## src/rtl/card_mode_pkg.sv

```systemverilog
// How it works
// card runs memory, I/O or disk-drive personality, exactly one at once.
// mode-select low gives disk mode; else config register picks card personality.
// card-mode configuration register sits in attribute space at byte 200h.
// configuration tuple in the info structure reports the 200h register base.
// a 256-byte card info structure in attribute memory is host readable.
// after each command completes the card drops into low power by itself.
// a new command in low power wakes the card and is processed.
// non-data outputs always driven; data bus released unless read data supplied.
// upper data byte used only for 16-bit access; floating upper lines ignored.
// mode-select sampled once after reset; personality fixed until next reset. Code fixes only disk vs card; config still switches memory/I/O.
package card_mode_pkg;

  // ---------------------------------------------------------------
  // types
  // ---------------------------------------------------------------
  typedef enum logic [1:0] {MODE_MEMORY, MODE_IO, MODE_DISK} if_mode_t;
  typedef enum logic {PWR_ACTIVE, PWR_SLEEP} pwr_state_t;

  // host side strobes, address and incoming data, all active-low strobes
  typedef struct packed {
    logic        low_byte_card_enable_n;
    logic        high_byte_card_enable_n;
    logic        attr_select_n;
    logic        mem_read_n;
    logic        mem_write_n;
    logic        io_read_n;
    logic        io_write_n;
    logic [10:0] addr;
    logic [15:0] data;
  } host_bus_t;

  // ---------------------------------------------------------------
  // layout constants
  // ---------------------------------------------------------------
  localparam int          ADDR_W        = 11;
  localparam int          DATA_W        = 16;
  localparam int          CIS_BYTES     = 256;
  localparam int          CIS_IDX_W     = 8;
  localparam logic [10:0] CFG_BASE      = 11'h200;
  localparam int          CFG_SRST_BIT  = 7;
  localparam int          CFG_INDEX_W   = 6;
  localparam logic [7:0]  CFG_RESET     = 8'h00;
  localparam logic [7:0]  BYTE_ZERO     = 8'h00;

  // card info structure contents
  localparam logic [7:0]  TUPLE_CONFIG  = 8'h1a;
  localparam logic [7:0]  TUPLE_LINK    = 8'h05;
  localparam logic [7:0]  TUPLE_SIZES   = 8'h01;
  localparam logic [7:0]  TUPLE_LAST    = 8'h03;
  localparam logic [7:0]  TUPLE_MASK    = 8'h01;
  localparam logic [7:0]  TUPLE_END     = 8'hff;
  localparam logic [7:0]  CIS_BLANK     = 8'hff;
  localparam logic [7:0]  IDX_CODE      = 8'h00;
  localparam logic [7:0]  IDX_LINK      = 8'h01;
  localparam logic [7:0]  IDX_SIZES     = 8'h02;
  localparam logic [7:0]  IDX_LAST      = 8'h03;
  localparam logic [7:0]  IDX_BASE_LO   = 8'h04;
  localparam logic [7:0]  IDX_BASE_HI   = 8'h05;
  localparam logic [7:0]  IDX_MASK      = 8'h06;
  localparam logic [7:0]  IDX_END       = 8'h07;

endpackage : card_mode_pkg

```

## src/rtl/cis_rom.sv

```systemverilog
`timescale 1ns/1ps
`default_nettype none
module cis_rom
  import card_mode_pkg::*;
(
  input  wire logic [7:0] i_index,
  output logic      [7:0] o_byte
);

  // ---------------------------------------------------------------
  // fixed info structure, config tuple carries the register base
  // ---------------------------------------------------------------
  function automatic logic [7:0] cis_byte(input logic [7:0] idx);
    logic [7:0] b;
    b = CIS_BLANK;
    unique case (idx)
      IDX_CODE:    b = TUPLE_CONFIG;
      IDX_LINK:    b = TUPLE_LINK;
      IDX_SIZES:   b = TUPLE_SIZES;
      IDX_LAST:    b = TUPLE_LAST;
      IDX_BASE_LO: b = CFG_BASE[7:0];
      IDX_BASE_HI: b = {5'h00, CFG_BASE[10:8]};
      IDX_MASK:    b = TUPLE_MASK;
      IDX_END:     b = TUPLE_END;
      default:     b = CIS_BLANK;
    endcase
    return b;
  endfunction : cis_byte

  assign o_byte = cis_byte(i_index);

endmodule : cis_rom
`default_nettype wire

```

## src/rtl/card_mode_select_power.sv

```systemverilog
`timescale 1ns/1ps
`default_nettype none
module card_mode_select_power
  import card_mode_pkg::*;
(
  input  wire logic              I_CLK,
  input  wire logic              I_RST,
  input  wire logic              I_DISK_MODE_SELECT_N,
  input  wire host_bus_t         I_HOST,
  input  wire logic [15:0]       I_TASK_DATA,
  input  wire logic              I_CMD_START,
  input  wire logic              I_CMD_DONE,
  output logic      [15:0]       O_DATA,
  output logic      [15:0]       O_DATA_OE,
  output var if_mode_t           O_MODE,
  output logic      [7:0]        O_CONFIG,
  output logic                   O_LOW_POWER,
  output logic                   O_WAKE
);

  // ---------------------------------------------------------------
  // decode helpers
  // ---------------------------------------------------------------
  // attribute byte index for the info structure, even addresses only
  function automatic logic cis_hit(input logic [10:0] a);
    return (a[10:9] == 2'h0) && !a[0];
  endfunction : cis_hit

  function automatic logic cfg_hit(input logic [10:0] a);
    return a == CFG_BASE;
  endfunction : cfg_hit

  // ---------------------------------------------------------------
  // declarations
  // ---------------------------------------------------------------
  logic       sampled;
  logic       disk;
  logic [7:0] cfg;
  if_mode_t   mode;
  if_mode_t   next_mode;
  pwr_state_t pwr;
  logic [7:0] cis_data;
  logic       card_mode;
  logic       attr_rd;
  logic       attr_wr;
  logic       task_rd;
  logic       rd_any;
  logic       wide;
  logic [7:0] attr_byte;

  cis_rom u_cis (
    .i_index (I_HOST.addr[8:1]),
    .o_byte  (cis_data)
  );

  // ---------------------------------------------------------------
  // personality select
  // ---------------------------------------------------------------
  // mode-select caught once in the first cycle after reset release
  always_ff @(posedge I_CLK)
  begin
    if (I_RST)
    begin
      sampled <= 1'b0;
      disk    <= 1'b0;
    end
    else if (!sampled)
    begin
      sampled <= 1'b1;
      disk    <= !I_DISK_MODE_SELECT_N;
    end
  end

  // exactly one personality, disk strap wins over config
  always_comb
  begin
    if (disk)
      next_mode = MODE_DISK;
    else if (cfg[CFG_INDEX_W-1:0] != 6'h00)
      next_mode = MODE_IO;
    else
      next_mode = MODE_MEMORY;
  end

  always_ff @(posedge I_CLK)
  begin
    if (I_RST)
      mode <= MODE_MEMORY;
    else
      mode <= next_mode;
  end

  // ---------------------------------------------------------------
  // host access decode
  // ---------------------------------------------------------------
  assign card_mode = sampled && !disk;
  assign wide      = !I_HOST.high_byte_card_enable_n;
  assign attr_rd   = card_mode && !I_HOST.low_byte_card_enable_n
                     && !I_HOST.attr_select_n && !I_HOST.mem_read_n;
  assign attr_wr   = card_mode && !I_HOST.low_byte_card_enable_n
                     && !I_HOST.attr_select_n && !I_HOST.mem_write_n;
  // task-file reads per personality
  assign task_rd   = !I_HOST.low_byte_card_enable_n && (
                     (disk && !I_HOST.io_read_n) ||
                     (card_mode && mode == MODE_MEMORY
                      && I_HOST.attr_select_n && !I_HOST.mem_read_n) ||
                     (card_mode && mode == MODE_IO && !I_HOST.io_read_n));
  assign rd_any    = attr_rd || task_rd;

  // attribute read byte: info structure or configuration register
  always_comb
  begin
    if (cfg_hit(I_HOST.addr))
      attr_byte = cfg;
    else if (cis_hit(I_HOST.addr))
      attr_byte = cis_data;
    else
      attr_byte = BYTE_ZERO;
  end

  // ---------------------------------------------------------------
  // configuration register
  // ---------------------------------------------------------------
  // only the low byte is taken, floating upper lines never reach it
  always_ff @(posedge I_CLK)
  begin
    if (I_RST)
      cfg <= CFG_RESET;
    else if (attr_wr && cfg_hit(I_HOST.addr))
    begin
      if (I_HOST.data[CFG_SRST_BIT])
        cfg <= CFG_RESET;                   // soft reset clears index
      else
        cfg <= I_HOST.data[7:0];
    end
  end

  // ---------------------------------------------------------------
  // data bus drive
  // ---------------------------------------------------------------
  // released whenever no read data is supplied
  always_ff @(posedge I_CLK)
  begin
    if (I_RST)
    begin
      O_DATA    <= 16'h0000;
      O_DATA_OE <= 16'h0000;
    end
    else
    begin
      O_DATA_OE[7:0]  <= {8{rd_any}};
      O_DATA_OE[15:8] <= {8{task_rd && wide}};
      if (attr_rd)
        O_DATA <= {8'h00, attr_byte};
      else if (task_rd)
        O_DATA <= wide ? I_TASK_DATA : {8'h00, I_TASK_DATA[7:0]};
      else
        O_DATA <= 16'h0000;
    end
  end

  // ---------------------------------------------------------------
  // automatic power management
  // ---------------------------------------------------------------
  always_ff @(posedge I_CLK)
  begin
    if (I_RST)
      pwr <= PWR_ACTIVE;
    else
    begin
      unique case (pwr)
        PWR_ACTIVE:
          if (I_CMD_DONE && !I_CMD_START)
            pwr <= PWR_SLEEP;
        PWR_SLEEP:
          if (I_CMD_START)
            pwr <= PWR_ACTIVE;
      endcase
    end
  end

  // one-cycle wake marker
  always_ff @(posedge I_CLK)
  begin
    if (I_RST)
      O_WAKE <= 1'b0;
    else
      O_WAKE <= (pwr == PWR_SLEEP) && I_CMD_START;
  end

  // non-data outputs driven at all times
  assign O_MODE      = mode;
  assign O_CONFIG    = cfg;
  assign O_LOW_POWER = (pwr == PWR_SLEEP);
endmodule : card_mode_select_power
`default_nettype wire

```

## config.mk

```make
export PLATFORM = sky130hd
export DESIGN_NAME = card_mode_select_power
export DESIGN_NICKNAME = d
export VERILOG_FILES = /design/src/rtl/card_mode_pkg.sv /design/src/rtl/cis_rom.sv /design/src/rtl/card_mode_select_power.sv
export SDC_FILE = /design/constraint.sdc
export NUM_CORES = 1
export LEC_CHECK = 0
export BUFFER_PORTS_ARGS = -buffer_cell sky130_fd_sc_hd__buf_2
export CORE_ASPECT_RATIO = 1.2
export CORE_MARGIN = 5
export CORE_UTILIZATION = 44
export CTS_BUF_LIST = sky130_fd_sc_hd__clkbuf_16
export DETAILED_ROUTE_END_ITERATION = 7
export PLACE_DENSITY = 0.85
export SETUP_SLACK_MARGIN = 0.5
export SYNTH_ARGS = -nofsm -noshare
export SYNTH_HDL_FRONTEND = slang
export SYNTH_SLANG_ARGS = --single-unit
```

## constraint.sdc

```tcl
create_clock -name I_CLK -period 4.5 [get_ports I_CLK]
set_input_delay 0.9 -clock I_CLK [delete_from_list [all_inputs] [get_ports I_CLK]]
set_output_delay 0.9 -clock I_CLK [all_outputs]
set_load 0.01 [all_outputs]
```

### Word-level counts from Yosys, hierarchy flattened

Memory sizes are Yosys's and may differ from the RTL's.
Index checks and enable logic that the tools add are counted.

* bits in registers: 39
* memory bits (read-only): 64
* output and inout bits: 44
* logic and storage cells: 63
* memories kept: 1

Memories
* (name not given): words 8, width 8, read ports 1, clocked after Yosys merged registers in 0, wr ports 0, RTL line cis_rom.sv:16 `unique case (idx)`

* eq/ne operators: 2
* muxes and demuxes: 12
* bitwise logic cells: 2
* reductions and logical operators: 36

Operator list (count)
* $mux 8: 5
* $logic_and 1x1->1: 17
* $eq 11x10->1 const B: 1
* $logic_not 1->1: 10
* $mux 7: 1
* $reduce_bool 6->1: 1
* $logic_not 5->1: 1
* $logic_not 2->1: 2
* $mux 1: 4
* $reduce_or 4->1: 1
* $logic_or 1x1->1: 3
* $eq 2x1->1 const B: 1
* $mux 2: 1
* $not 1->1: 2
* $pmux 1 s2: 1
* $reduce_or 2->1: 1

### Depth between registers and ports, before layout

* word-level depth: 10
* gate-level depth with buffers: 5
* gate-level depth less buffers: 5

### Cells and area by module

A second synthesis with hierarchy kept.

* cell total of the unflattened synthesis: 150
* area total of the unflattened synthesis: 1466.4 um^2

By module, submodules not included
* card_mode_select_power: times used 1, cells an instance 128, area each 1297.5 um^2, sequential area each 620.6 um^2
* cis_rom: times used 1, cells an instance 22, area each 168.9 um^2, sequential area each 0.0 um^2

### Worst setup path after synthesis

OpenSTA, ideal clock, no wires.

* kind: input to register
* start point: in I_HOST[21] (netlist name)
* end point: reg cfg[0] (netlist: O_CONFIG[0])
* setup time: 132 ps
* data arrival time: 2316 ps
* required time: 4368 ps
* slack: 2052 ps
* cell stages on the path: 5
* cell sequence: or4_4 -> or4_4 -> buf_6 -> o21ai_0 -> a21oi_1

* cells in the longest elaborated chain, start to end: 2

Ends and longest elaborated chain
* start, declared: RTL line card_mode_select_power.sv:9 `input wire host_bus_t I_HOST,`
* $eq 11x10->1: RTL line card_mode_select_power.sv:30 `return a == CFG_BASE;`
* $logic_and 1x1->1: RTL line card_mode_select_power.sv:129 `else if (attr_wr && cfg_hit(I_HOST.addr))`
* end signal, assigned: RTL line card_mode_select_power.sv:134 `cfg <= I_HOST.data[7:0];`
* end, declared: RTL line card_mode_select_power.sv:38 `logic [7:0] cfg;`

Every way passes these cells.
A chain may end at the register's enable or synchronous reset.

### Final worst setup path

* start point: in I_HOST[21] (netlist name)
* end point: reg O_DATA[1]

* cells in the longest elaborated chain, start to end: 5
* elaborated cells between the ends (all ways): 6
* those cells by class: eq/ne (1); mux (4); reduce/logical (1)

Ends and longest elaborated chain
* $logic_not 5->1: RTL line cis_rom.sv:16
* $mux 8: RTL line cis_rom.sv:16
* $mux 8: RTL line card_mode_select_power.sv:115 `else if (cis_hit(I_HOST.addr))`
* $mux 8 (*): RTL line card_mode_select_power.sv:113 `if (cfg_hit(I_HOST.addr))`
* $mux 8 (*): RTL line card_mode_select_power.sv:153 `if (attr_rd)`
* end signal, assigned: RTL line card_mode_select_power.sv:154 `O_DATA <= {8'h00, attr_byte};`
* end signal, assigned: RTL line card_mode_select_power.sv:156 `O_DATA <= wide ? I_TASK_DATA : {8'h00, I_TASK_DATA[7:0]};`
* end, declared: RTL line card_mode_select_power.sv:13 `output logic [15:0] O_DATA,`

Every way passes the cells marked *; elsewhere a longest branch is shown, timed or not.

==> results.toml <==
[pwr]
p_leak_nw = 0.992
sw_frac_of_total_pct = 21.0
powerDensity_nw_per_um2 = 336
pwr-share-comb_pct = 9.0
p_int_mw = 0.507
p_clk_share_pct = 46.9
seqPwrFrac_pct = 44.1
switching_power_mw = 0.135
p_total_mw = 0.642
ir_worst_vdd_mv = 0.325

[sta]
rsz0062_at_grt = "false"
maxClockFrequency_ghz = 0.406
fin_worst_skew_ns = 0.00253
fin_ws_ns = 2.04
worst_pin_slew_ns = 0.981
period_share_pct = 54.7
finalSetupTns_ns = 0
setup_viol = 0
hold_ws_ns = 0.472
maxSlewHeadroom_pct = 34.0
finalMaxSlewViolations = 0
period_minus_slack_ns = 2.46
finalHoldViolCount = 0

[worst_setup_path]
cpMaxStageDelayCell = "nor4_2"
worstPathRequired_ns = 4.68
arrival_ns = 2.64
criticalPathCategory = "in2reg"
start_kind = "input port"
cp_cell_sequence = "buf_2 > or4_4 > nor4_2 > nand2_1 > a32oi_1"
critPathMaxFanout = 9
endpoint_kind = "register"
slowest_delay_ns = 0.72
ff2ff_setup_slack_ns = 2.62

[routing]
m1WireLength_um = 1300
viasPerCell = 5.15
drc = 0
routedWlPerCell_um = 13.7
wl_met3_um = 379
wl_um = 3580
dr_total_vias = 1343
postRouteAntennaNets = 0
firstDrtPassIters = 4
dr_wl_met2_um = 1830
drtIter0Drc = 23
top_layer_used = "met4"

[clocking]
holdBufCountCts = 0
cts-root-buf = "clkbuf_16"
tritoncts = "built"
cts_sinks = 31
worstSkewPairLatency_ns = 0.27
ctsHtreeMaxLevel = 2
cts_setup_buffers = 0
cts_buffers = 5
cts_resized = 0
clk_pin_slew_ns = 0.05
cts_buffer_depth = 2

[final_layout]
layout_commonest_cell = "buf_2"
synthToLayoutAreaGrowth_pct = 34.7
final_nets = 283
final_cell_mix = "buf_2, dfxtp_1, o21ai_0"
antenna_cells = 0
drive_above_1_share_pct = 45.8

[global_routing]
gr-total-overflow = 0
grt_pass1_vias = 1275
grt_usage_pct = 16.6
antenna_found_initial = 0
grt_pass1_wl_um = 5480
grt_max_degree = 18

[placed_design]
pre_cts_slack_ns = 1.78
gp_congestion = 0.839
port_buffers = 88
dp_hpwl_um = 2970

[synthesis]
synth_cell_type_count = 36
synth_nets = 206
synth_warnings = 0
async_flop_share_pct = 0
synth-edff-count = 0
syn_inst = 147
netlist_area_um2 = 1420
synth-seq-area-share_pct = 43.7
avgSynthCellArea_um2 = 9.65
ys.flop_type = "dfxtp_1"
ys_ff_latch = 31

[job]
cap_violations = 0

[floorplan]
dieArea_um2 = 4470
die_y_um = 72.2
coreArea_um2 = 3080
die_w_um = 61.8
num_rows = 22
io_pins = 99
start_util_pct = 46.0

[min_path]
min_path_type = "reg2reg"

[status]
status = "finished clean"
power groups by stage:
stage / registers (mW) / clock network [mW] / logic, mW
after floorplan: 0.290 / 0 / 0.0275
after global placement: 0.288 / 0 / 0.0556
after detailed placement: 0.288 / 0 / 0.0575
after CTS: 0.283 / 0.310 / 0.0577
after global routing: 0.283 / 0.323 / 0.0641
final: 0.283 / 0.301 / 0.0576
synth_stat cells (all sizes together), types with 2 or more instances:
| library cell | number | area, um2 |
|---|---|---|
| o211ai | 2 | 15.0 |
| buf | 16 | 124 |
| nor3 | 5 | 25.0 |
| inv | 5 | 18.8 |
| a221o | 5 | 53.8 |
| nand2b | 4 | 25.0 |
| o21ai | 10 | 50.1 |
| nor4 | 5 | 37.5 |
| a21oi | 9 | 45.0 |
| o21a | 2 | 15.0 |
| nand4b | 7 | 61.3 |
| dfxtp | 31 | 621 |
| nor2 | 7 | 42.5 |
| a31oi | 2 | 12.5 |
| mux2i | 2 | 20.0 |
| and2 | 8 | 50.1 |
| or4 | 4 | 37.5 |
| ha | 4 | 50.1 |
| nand2 | 4 | 15.0 |
| clkbuf | 2 | 7.51 |
| or2 | 2 | 12.5 |
| a32oi | 2 | 17.5 |
layout make-up:
cell class              count  area [um2]
well taps                  36        45.0
flip-flops and latches     31         621
clock buffers               5         125
fillers                   279        1170
multi-input cells          93         648
repair buffers             88         440
clock inverters             3        12.5
inverters                   5        18.8
final timing paths:
kind                      from  depth (start not counted)                    to
min reg2reg  disk$_SDFFE_PP0N_                          1  O_MODE[0]$_SDFF_PP0_
max reg2reg    sampled$_DFF_P_                          4  O_DATA[5]$_SDFF_PP0_
max                 I_HOST[21]                          5  O_DATA[1]$_SDFF_PP0_
min          disk$_SDFFE_PP0N_                          1  O_MODE[0]$_SDFF_PP0_
state kept, by name, summed over array words and instances, names as in the netlist:
signal and flops:
O_LOW_POWER 1, O_WAKE 1, O_DATA_OE 2, sampled 1, O_DATA 16, disk 1, O_MODE 2, O_CONFIG 7
routing by layer:
layer	vias up	GRT usage (%)
met3	6	5.69
met1	600	18.3
met2	61	27.9
met5	-	0
met4	0	7.78
li1	676	-
worst max-delay path: cells and delay by family:
| kind | cells | cell delay (ns) |
|---|---|---|
| simple gates | 3 | 1.40 |
| compound gates | 1 | 0.24 |
| buf+inv | 1 | 0.10 |
per-stage QoR:
stage | cell area (um2) | instances | utilization [%]
3_3_place_gp | 1770 | 253 | 57.5
6_report | 1910 | 261 | 62.0
5_1_grt | 1910 | 261 | 62.0
3_5_place_dp | 1770 | 253 | 57.5
2_1_floorplan | 1420 | 147 | -
4_1_cts | 1910 | 261 | 62.0
kinds of logic (layout without fill, tap and decap cells):
group / Yosys count / in the layout / synth area share [%]
simple gates: 52 / 52 / 24.7
flops: 31 / 31 / 43.7
fa+ha+maj: 4 / 4 / 3.53
other cells: 1 / 1 / 0.264
mux: 2 / 2 / 1.41
buf+inv: 23 / 101 / 10.6
compound gates: 34 / 34 / 15.8
Power figures use the tool's default switching activity.
